===== config.mk =====
export PLATFORM = sky130hd
export DESIGN_NAME = fpes_sequencer
export DESIGN_NICKNAME = d
export VERILOG_FILES = /design/src/inc/fpes_pkg.sv /design/src/rtl/fpes_sequencer.sv /design/src/rtl/fpes_timer.sv
export SDC_FILE = /design/constraint.sdc
export NUM_CORES = 1
export LEC_CHECK = 0
export BUFFER_PORTS_ARGS = -buffer_cell sky130_fd_sc_hd__buf_2
export CORE_ASPECT_RATIO = 1.4
export CORE_MARGIN = 5
export CORE_UTILIZATION = 30
export DETAILED_ROUTE_END_ITERATION = 10
export PLACE_DENSITY = 0.51
export SLEW_MARGIN = 15
export SYNTH_ARGS = -nofsm -noshare
export SYNTH_HDL_FRONTEND = slang
export SYNTH_SLANG_ARGS = --single-unit

===== constraint.sdc =====
create_clock -name clock_in -period 5.1 [get_ports clock_in]
set_input_delay 0.255 -clock clock_in [delete_from_list [all_inputs] [get_ports clock_in]]
set_output_delay 0.255 -clock clock_in [all_outputs]
set_load 0.1 [all_outputs]

===== src/inc/fpes_pkg.sv =====
// Purpose: constants and carrier types for the flash program/erase sequencer
// Assumes: one system clock, synchronous active-high reset
// Notes: page size and command codes for the sequencer, timer width for its timer
package fpes_pkg;
  localparam int ADDR_W = 16;
  localparam int PAGE_W = 7;
  localparam int PAGE_BYTES = 512;
  localparam int OFFS_W = 9;
  localparam int SECTOR_W = 3;
  localparam logic [7:0] CMD_RESET = 8'h00;
  localparam logic [7:0] CMD_UNLOCK1 = 8'h73;
  localparam logic [7:0] CMD_UNLOCK2 = 8'h8C;
  localparam logic [7:0] CMD_ERASE = 8'h95;
  localparam logic [7:0] ERASED_BYTE = 8'hFF;
  localparam int PROG_CYCLES = 4;
  localparam int ERASE_CYCLES = 16;
  localparam int TIMER_W = 16;

  typedef struct packed {
    logic we;
    logic [ADDR_W-1:0] addr;
    logic [7:0] data;
  } fpes_mem_req_t;

  typedef struct packed {
    logic we;
    logic erase;
    logic [ADDR_W-1:0] addr;
    logic [7:0] data;
  } fpes_array_cmd_t;
endpackage


===== src/rtl/fpes_sequencer.sv =====
// Purpose: flash unlock, program and page-erase sequencer
// Assumes: control and page-select writes and memory writes are one-cycle strobes
// Notes: erase is walked byte by byte through the array port after the busy time
`timescale 1ns/100ps
module fpes_sequencer #(
  parameter logic [7:0] SECTOR_PROTECT_DEFAULT = 8'h00,
  parameter int PROG_TIME = fpes_pkg::PROG_CYCLES,
  parameter int ERASE_TIME = fpes_pkg::ERASE_CYCLES
) (
  // clock and reset
  input wire logic clock_in,
  input wire logic sys_rst_in,
  // control register writes from the processor
  input wire logic ctrl_we_in,
  input wire logic [7:0] ctrl_data_in,
  input wire logic page_we_in,
  input wire logic [fpes_pkg::PAGE_W-1:0] page_data_in,
  // sector protection, one bit per sector
  input wire logic [7:0] sector_protect_in,
  // program-memory write from the processor
  input wire fpes_pkg::fpes_mem_req_t mem_req_in,
  // interrupt requests from peripherals
  input wire logic irq_in,
  // processor control
  output logic cpu_stall_out,
  output logic irq_out,
  // flash array port
  output fpes_pkg::fpes_array_cmd_t array_cmd_out,
  // status
  output logic unlocked_out,
  output logic busy_out,
  output logic [fpes_pkg::PAGE_W-1:0] page_out
);
  typedef enum logic [2:0] {
    FPES_LOCKED,
    FPES_GOT_RESET,
    FPES_GOT_PAGE,
    FPES_GOT_KEY1,
    FPES_GOT_KEY2,
    FPES_UNLOCKED,
    FPES_PROGRAM,
    FPES_ERASE
  } fpes_state_t;

  localparam logic [fpes_pkg::TIMER_W-1:0] PROG_LOAD = fpes_pkg::TIMER_W'(PROG_TIME);
  localparam logic [fpes_pkg::TIMER_W-1:0] ERASE_LOAD = fpes_pkg::TIMER_W'(ERASE_TIME);

  fpes_state_t state_reg;
  fpes_state_t state_next;
  logic [fpes_pkg::PAGE_W-1:0] page_reg;
  logic [fpes_pkg::OFFS_W-1:0] erase_offs_reg;
  logic erase_walk_reg;
  logic irq_pend_reg;
  logic [7:0] protect_reg;
  logic protect_loaded_reg;
  fpes_pkg::fpes_array_cmd_t cmd_reg;
  logic timer_start;
  logic [fpes_pkg::TIMER_W-1:0] timer_load;
  logic timer_busy;
  logic timer_done;
  logic page_protected;
  logic write_in_page;

  function automatic logic page_is_protected(input logic [fpes_pkg::PAGE_W-1:0] pg,
                                             input logic [7:0] prot);
    logic [fpes_pkg::SECTOR_W-1:0] sec;
    sec = pg[fpes_pkg::PAGE_W-1 -: fpes_pkg::SECTOR_W];
    return prot[sec];
  endfunction

  fpes_timer #(
    .WIDTH(fpes_pkg::TIMER_W)
  ) i_fpes_timer (
    .clock_in(clock_in),
    .sys_rst_in(sys_rst_in),
    .start_in(timer_start),
    .load_in(timer_load),
    .busy_out(timer_busy),
    .done_out(timer_done)
  );

  // protection is sampled after reset release, never under reset
  always_ff @(posedge clock_in)
  begin
    if (sys_rst_in)
    begin
      protect_reg <= SECTOR_PROTECT_DEFAULT;
      protect_loaded_reg <= 1'b0;
    end
    else
    begin
      protect_reg <= sector_protect_in;
      protect_loaded_reg <= 1'b1;
    end
  end

  assign page_protected = !protect_loaded_reg || page_is_protected(page_reg, protect_reg);
  assign write_in_page = mem_req_in.addr[fpes_pkg::ADDR_W-1:fpes_pkg::OFFS_W] == page_reg;

  always_comb
  begin
    state_next = state_reg;
    timer_start = 1'b0;
    timer_load = PROG_LOAD;
    case (state_reg)
      FPES_LOCKED:
      begin
        if (ctrl_we_in && ctrl_data_in == fpes_pkg::CMD_RESET)
          state_next = FPES_GOT_RESET;
      end
      FPES_GOT_RESET:
      begin
        if (ctrl_we_in)
          state_next = (ctrl_data_in == fpes_pkg::CMD_RESET) ? FPES_GOT_RESET : FPES_LOCKED;
        else if (page_we_in)
          state_next = FPES_GOT_PAGE;
      end
      FPES_GOT_PAGE:
      begin
        if (ctrl_we_in && ctrl_data_in == fpes_pkg::CMD_UNLOCK1)
          state_next = FPES_GOT_KEY1;
        else if (ctrl_we_in)
          state_next = (ctrl_data_in == fpes_pkg::CMD_RESET) ? FPES_GOT_RESET : FPES_LOCKED;
        else if (page_we_in)
          state_next = FPES_GOT_PAGE;
      end
      FPES_GOT_KEY1:
      begin
        if (ctrl_we_in && ctrl_data_in == fpes_pkg::CMD_UNLOCK2)
          state_next = FPES_GOT_KEY2;
        else if (ctrl_we_in)
          state_next = (ctrl_data_in == fpes_pkg::CMD_RESET) ? FPES_GOT_RESET : FPES_LOCKED;
        else if (page_we_in)
          state_next = FPES_LOCKED;
      end
      FPES_GOT_KEY2:
      begin
        if (page_we_in)
          state_next = (page_data_in == page_reg) ? FPES_UNLOCKED : FPES_LOCKED;
        else if (ctrl_we_in)
          state_next = (ctrl_data_in == fpes_pkg::CMD_RESET) ? FPES_GOT_RESET : FPES_LOCKED;
      end
      FPES_UNLOCKED:
      begin
        if (ctrl_we_in && ctrl_data_in == fpes_pkg::CMD_RESET)
          state_next = FPES_GOT_RESET;
        else if (ctrl_we_in && ctrl_data_in == fpes_pkg::CMD_ERASE)
        begin
          // protected page: erase refused and the controller relocks
          if (page_protected)
            state_next = FPES_LOCKED;
          else
          begin
            state_next = FPES_ERASE;
            timer_start = 1'b1;
            timer_load = ERASE_LOAD;
          end
        end
        else if (ctrl_we_in || page_we_in)
          state_next = FPES_LOCKED;
        else if (mem_req_in.we && write_in_page && !page_protected)
        begin
          state_next = FPES_PROGRAM;
          timer_start = 1'b1;
        end
      end
      FPES_PROGRAM:
      begin
        if (timer_done)
          state_next = FPES_UNLOCKED;
      end
      FPES_ERASE:
      begin
        if (erase_walk_reg && erase_offs_reg == fpes_pkg::OFFS_W'(fpes_pkg::PAGE_BYTES - 1))
          state_next = FPES_LOCKED;
      end
      default:
        state_next = FPES_LOCKED;
    endcase
  end

  always_ff @(posedge clock_in)
  begin
    if (sys_rst_in)
      state_reg <= FPES_LOCKED;
    else
      state_reg <= state_next;
  end

  // page select is frozen while an operation runs
  always_ff @(posedge clock_in)
  begin
    if (sys_rst_in)
      page_reg <= '0;
    else if (page_we_in && state_reg != FPES_PROGRAM && state_reg != FPES_ERASE)
      page_reg <= page_data_in;
  end

  // erase walk starts once the busy time has elapsed
  always_ff @(posedge clock_in)
  begin
    if (sys_rst_in)
    begin
      erase_walk_reg <= 1'b0;
      erase_offs_reg <= '0;
    end
    else if (state_reg != FPES_ERASE)
    begin
      erase_walk_reg <= 1'b0;
      erase_offs_reg <= '0;
    end
    else if (timer_done)
      erase_walk_reg <= 1'b1;
    else if (erase_walk_reg)
      erase_offs_reg <= erase_offs_reg + fpes_pkg::OFFS_W'(1);
  end

  always_ff @(posedge clock_in)
  begin
    if (sys_rst_in)
      cmd_reg <= '0;
    else if (state_reg == FPES_UNLOCKED && state_next == FPES_PROGRAM)
    begin
      cmd_reg.we <= 1'b1;
      cmd_reg.erase <= 1'b0;
      cmd_reg.addr <= mem_req_in.addr;
      cmd_reg.data <= mem_req_in.data;
    end
    else if (state_reg == FPES_ERASE && erase_walk_reg)
    begin
      cmd_reg.we <= 1'b1;
      cmd_reg.erase <= 1'b1;
      cmd_reg.addr <= {page_reg, erase_offs_reg};
      cmd_reg.data <= fpes_pkg::ERASED_BYTE;
    end
    else
      cmd_reg <= '0;
  end

  // a request arriving in the release cycle is kept pending, not lost
  always_ff @(posedge clock_in)
  begin
    if (sys_rst_in)
      irq_pend_reg <= 1'b0;
    else if (irq_in && cpu_stall_out)
      irq_pend_reg <= 1'b1;
    else if (!cpu_stall_out)
      irq_pend_reg <= 1'b0;
  end

  assign cpu_stall_out = state_reg == FPES_PROGRAM || state_reg == FPES_ERASE;
  assign irq_out = !cpu_stall_out && (irq_in || irq_pend_reg);
  assign array_cmd_out = cmd_reg;
  assign unlocked_out = state_reg == FPES_UNLOCKED;
  assign busy_out = cpu_stall_out || timer_busy;
  assign page_out = page_reg;
endmodule


===== src/rtl/fpes_timer.sv =====
// Purpose: busy-time counter for one flash operation
// Assumes: start is a one-cycle pulse while idle
// Notes: done pulses once when the load count has elapsed
`timescale 1ns/100ps
module fpes_timer #(
  parameter int WIDTH = fpes_pkg::TIMER_W
) (
  // clock and reset
  input wire logic clock_in,
  input wire logic sys_rst_in,
  // control
  input wire logic start_in,
  input wire logic [WIDTH-1:0] load_in,
  // status
  output logic busy_out,
  output logic done_out
);
  logic [WIDTH-1:0] count_reg;
  logic busy_reg;
  logic done_reg;

  always_ff @(posedge clock_in)
  begin
    if (sys_rst_in)
    begin
      count_reg <= '0;
      busy_reg <= 1'b0;
      done_reg <= 1'b0;
    end
    else
    begin
      done_reg <= 1'b0;
      if (start_in && !busy_reg)
      begin
        count_reg <= load_in;
        busy_reg <= 1'b1;
      end
      else if (busy_reg)
      begin
        if (count_reg <= WIDTH'(1))
        begin
          busy_reg <= 1'b0;
          done_reg <= 1'b1;
        end
        else
        begin
          count_reg <= count_reg - WIDTH'(1);
        end
      end
    end
  end

  assign busy_out = busy_reg;
  assign done_out = done_reg;
endmodule


==> flow_metrics.tcl <==
set metrics [dict create \
    status "finished, final reports clean" \
    synthArstFlopShare 0 \
    ys.warnings.count 0 \
    setup_viol 0 \
    crit_fanout 16 \
    max-vdd-ir-drop_v 0.000151 \
    synth.area.top_cells "dfxtp_1 (42%), xnor2_1 (5.5%), nand2_1 (5.4%)" \
    yosys_register_bits 74 \
    seq_area_frac_synth 0.424 \
    via_count 3171 \
    tightest_slew_ns 0.982 \
    yosys.area.top_type "dfxtp_1" \
    io_pins 90 \
    maxCapViolations 0 \
    portBuffers 89 \
    track_usage 0.137 \
    synthSimpleGateAreaFrac 0.251 \
    area_delta_synth_final_pct 23.1 \
    syn-cell-area_mm2 0.00350 \
    hold_buffers 0 \
    post-route-drc-count 0 \
    setup_slack_ns 2.33 \
    synth_compound_area_frac 0.161 \
    core_region_area_mm2 0.0114 \
    preCtsSetupSlack_ns 2.28 \
    period_needed_ns 2.77 \
    p_leak_nw 1.76 \
    worstHoldPathType "in -> reg" \
    largest_reg_flops 26 \
    place_congestion 0.900 \
    ant_nets 0 \
    antenna_found_initial 0 \
    grt_pass1_vias 3124 \
    drtIter0Drc 75 \
    post_cts_buffers 0 \
    timing.hold.ws_ns 0.137 \
    start_util 0.307 \
    post_drt_wl_per_cell_um 14.6 \
    ys_types 56 \
    synth_edf_count 0 \
    cp.arrival_ns 3.03 \
    synthCells 406 \
    fin_skew_ns 0.00836 \
    final_util 0.378 \
    nNetsFinal 542 \
    setup_tns_ns 0 \
    ys.flop_type "dfxtp_1" \
    grt_pass1_wl_um 14900 \
    yosysTopAreaCellShare 0.424 \
    start_kind "register" \
    drive_gt1_frac 0.245 \
    design.die.area_mm2 0.0139 \
    drt_wl_total_um 9260 \
    path_clk_slew_ns 0.06 \
    p_per_area_mw_per_mm2 296 \
    hpwl_um 7140 \
    synth_top_family_by_area "simple AND/OR/NAND/NOR gates" \
    slew_viol_final 0 \
    cts_max_path_buffers 2 \
    firstDrtPassIters 5 \
    rows 46 \
    critPathCaptureType "register" \
    fmax_mhz 361 \
    h-tree-depth 3 \
    hold_viol 0 \
    cts_resized 0 \
    cts_tree "built" \
    fin_crit_sh 0.544 \
    rsz0062_at_grt "no" \
    clock_latency_ns 0.33 \
    totalPowerFinal_w 0.00128 \
    routed_via_density 5.00 \
    die_x_um 101 \
    syn_avg_cell_area_um2 8.61 \
    synthXorXnorAreaFrac 0.0701 \
    diodes 0 \
    crit_required_ns 5.35 \
    clockRootBuffer "clkbuf_16" \
    synthMuxAreaShare 0.0401 \
    globalRouteOverflowTotal 0 \
    slew_headroom 0.342 \
    die_y_um 138 \
    grt_max_degree 27 \
    path_class "reg -> reg" \
    synth_adder_area_share 0.0143 \
    cts_made_buffers 9 \
    cts_num_sinks 74 \
    synth_nets 463 \
]
## worst max-delay path, cell delays in order, from the launching register on
cell and delay, ns:
dfxtp_1 0.56, mux2i_1 0.25, o22ai_1 0.18, or4_1 0.64, nor3_2 0.79, nand2_1 0.10, o21ai_0 0.17
## cell usage in the layout, fill, tap and decap left out, types with 9 or more instances in the layout
master     count
buf_2         89
dfxtp_1       74
nand2_1       50
nor2_1        43
o21ai_0       26
xnor2_1       22
a21oi_1       15
nand3_1       14
mux2i_1       14
nor3_1        13
nor2b_1        9
clkbuf_16      9
## Yosys cell counts, types with 2 or more instances
| cell | n |
|---|---|
| xnor2_1 | 22 |
| a21boi_0 | 2 |
| and3_1 | 3 |
| or2_2 | 3 |
| o31a_1 | 2 |
| nand2_1 | 50 |
| nand2b_1 | 4 |
| or3_1 | 7 |
| nand4_1 | 8 |
| a211oi_1 | 3 |
| or4_1 | 5 |
| nor2b_1 | 9 |
| clkbuf_1 | 12 |
| a2111o_1 | 3 |
| nor2_1 | 43 |
| buf_6 | 2 |
| dfxtp_1 | 74 |
| a21oi_1 | 15 |
| o21ai_0 | 26 |
| xor2_1 | 6 |
| inv_1 | 6 |
| mux2i_1 | 14 |
| o31ai_1 | 4 |
| nor3_1 | 13 |
| o2111ai_1 | 4 |
| nor3b_1 | 2 |
| o41ai_1 | 8 |
| nor4b_1 | 3 |
| buf_2 | 7 |
| ha_1 | 4 |
| nand3_1 | 14 |
| nor4_1 | 4 |
## power by group
part / total [W] / switching [W] / internal (W)
clock: 0.000584 / 0.000242 / 0.000342
combinational: 0.0000983 / 0.0000624 / 0.0000359
sequential: 0.000594 / 0.00000853 / 0.000585
## logic make-up (layout without fill, tap and decap cells)
group	Yosys count	after routing
and+or+nand+nor	176	176
buffers and inverters	30	114
DFF	74	74
AOI/OAI and AO/OA	80	80
adders and majority gates	4	4
muxes	14	14
xor gates and xnor gates	28	28
## layer usage
layer | up-vias | track usage | part of all wire
met5 | - | 0 | 0
met4 | 0 | 0.0532 | 0.022
met3 | 13 | 0.0309 | 0.045
met2 | 73 | 0.257 | 0.54
met1 | 1478 | 0.145 | 0.40
li1 | 1607 | - | -
## path summary, 6_finish.rpt
kind                                                   to  slack, ns  cells after the start                 startpoint
worst min-delay path                       protect_reg[0]       0.14                      2       sector_protect_in[0]
worst max-delay path                     array_cmd_out[9]       2.33                      6                page_out[4]
worst max register to register           array_cmd_out[9]       2.33                      6                page_out[4]
worst min register to register  i_fpes_timer.count_reg[9]       0.49                      2  i_fpes_timer.count_reg[9]
## cell type report
cell class,instances,area [um^2]
tap,144,180
timing repair buffer,91,460
clock inverter,6,41.3
multi-input combinational,302,1880
inverter,7,26.3
clock buffer,10,239
fill,1220,7090
sequential,74,1480
## through the flow
stage                     area [um^2]  std cells
after floorplan                  3500        406
after global placement           4020        618
after detailed placement         4020        618
after CTS                        4300        634
after global routing             4300        634
final                            4300        634
No activity file was read; power rests on OpenSTA's default activity.
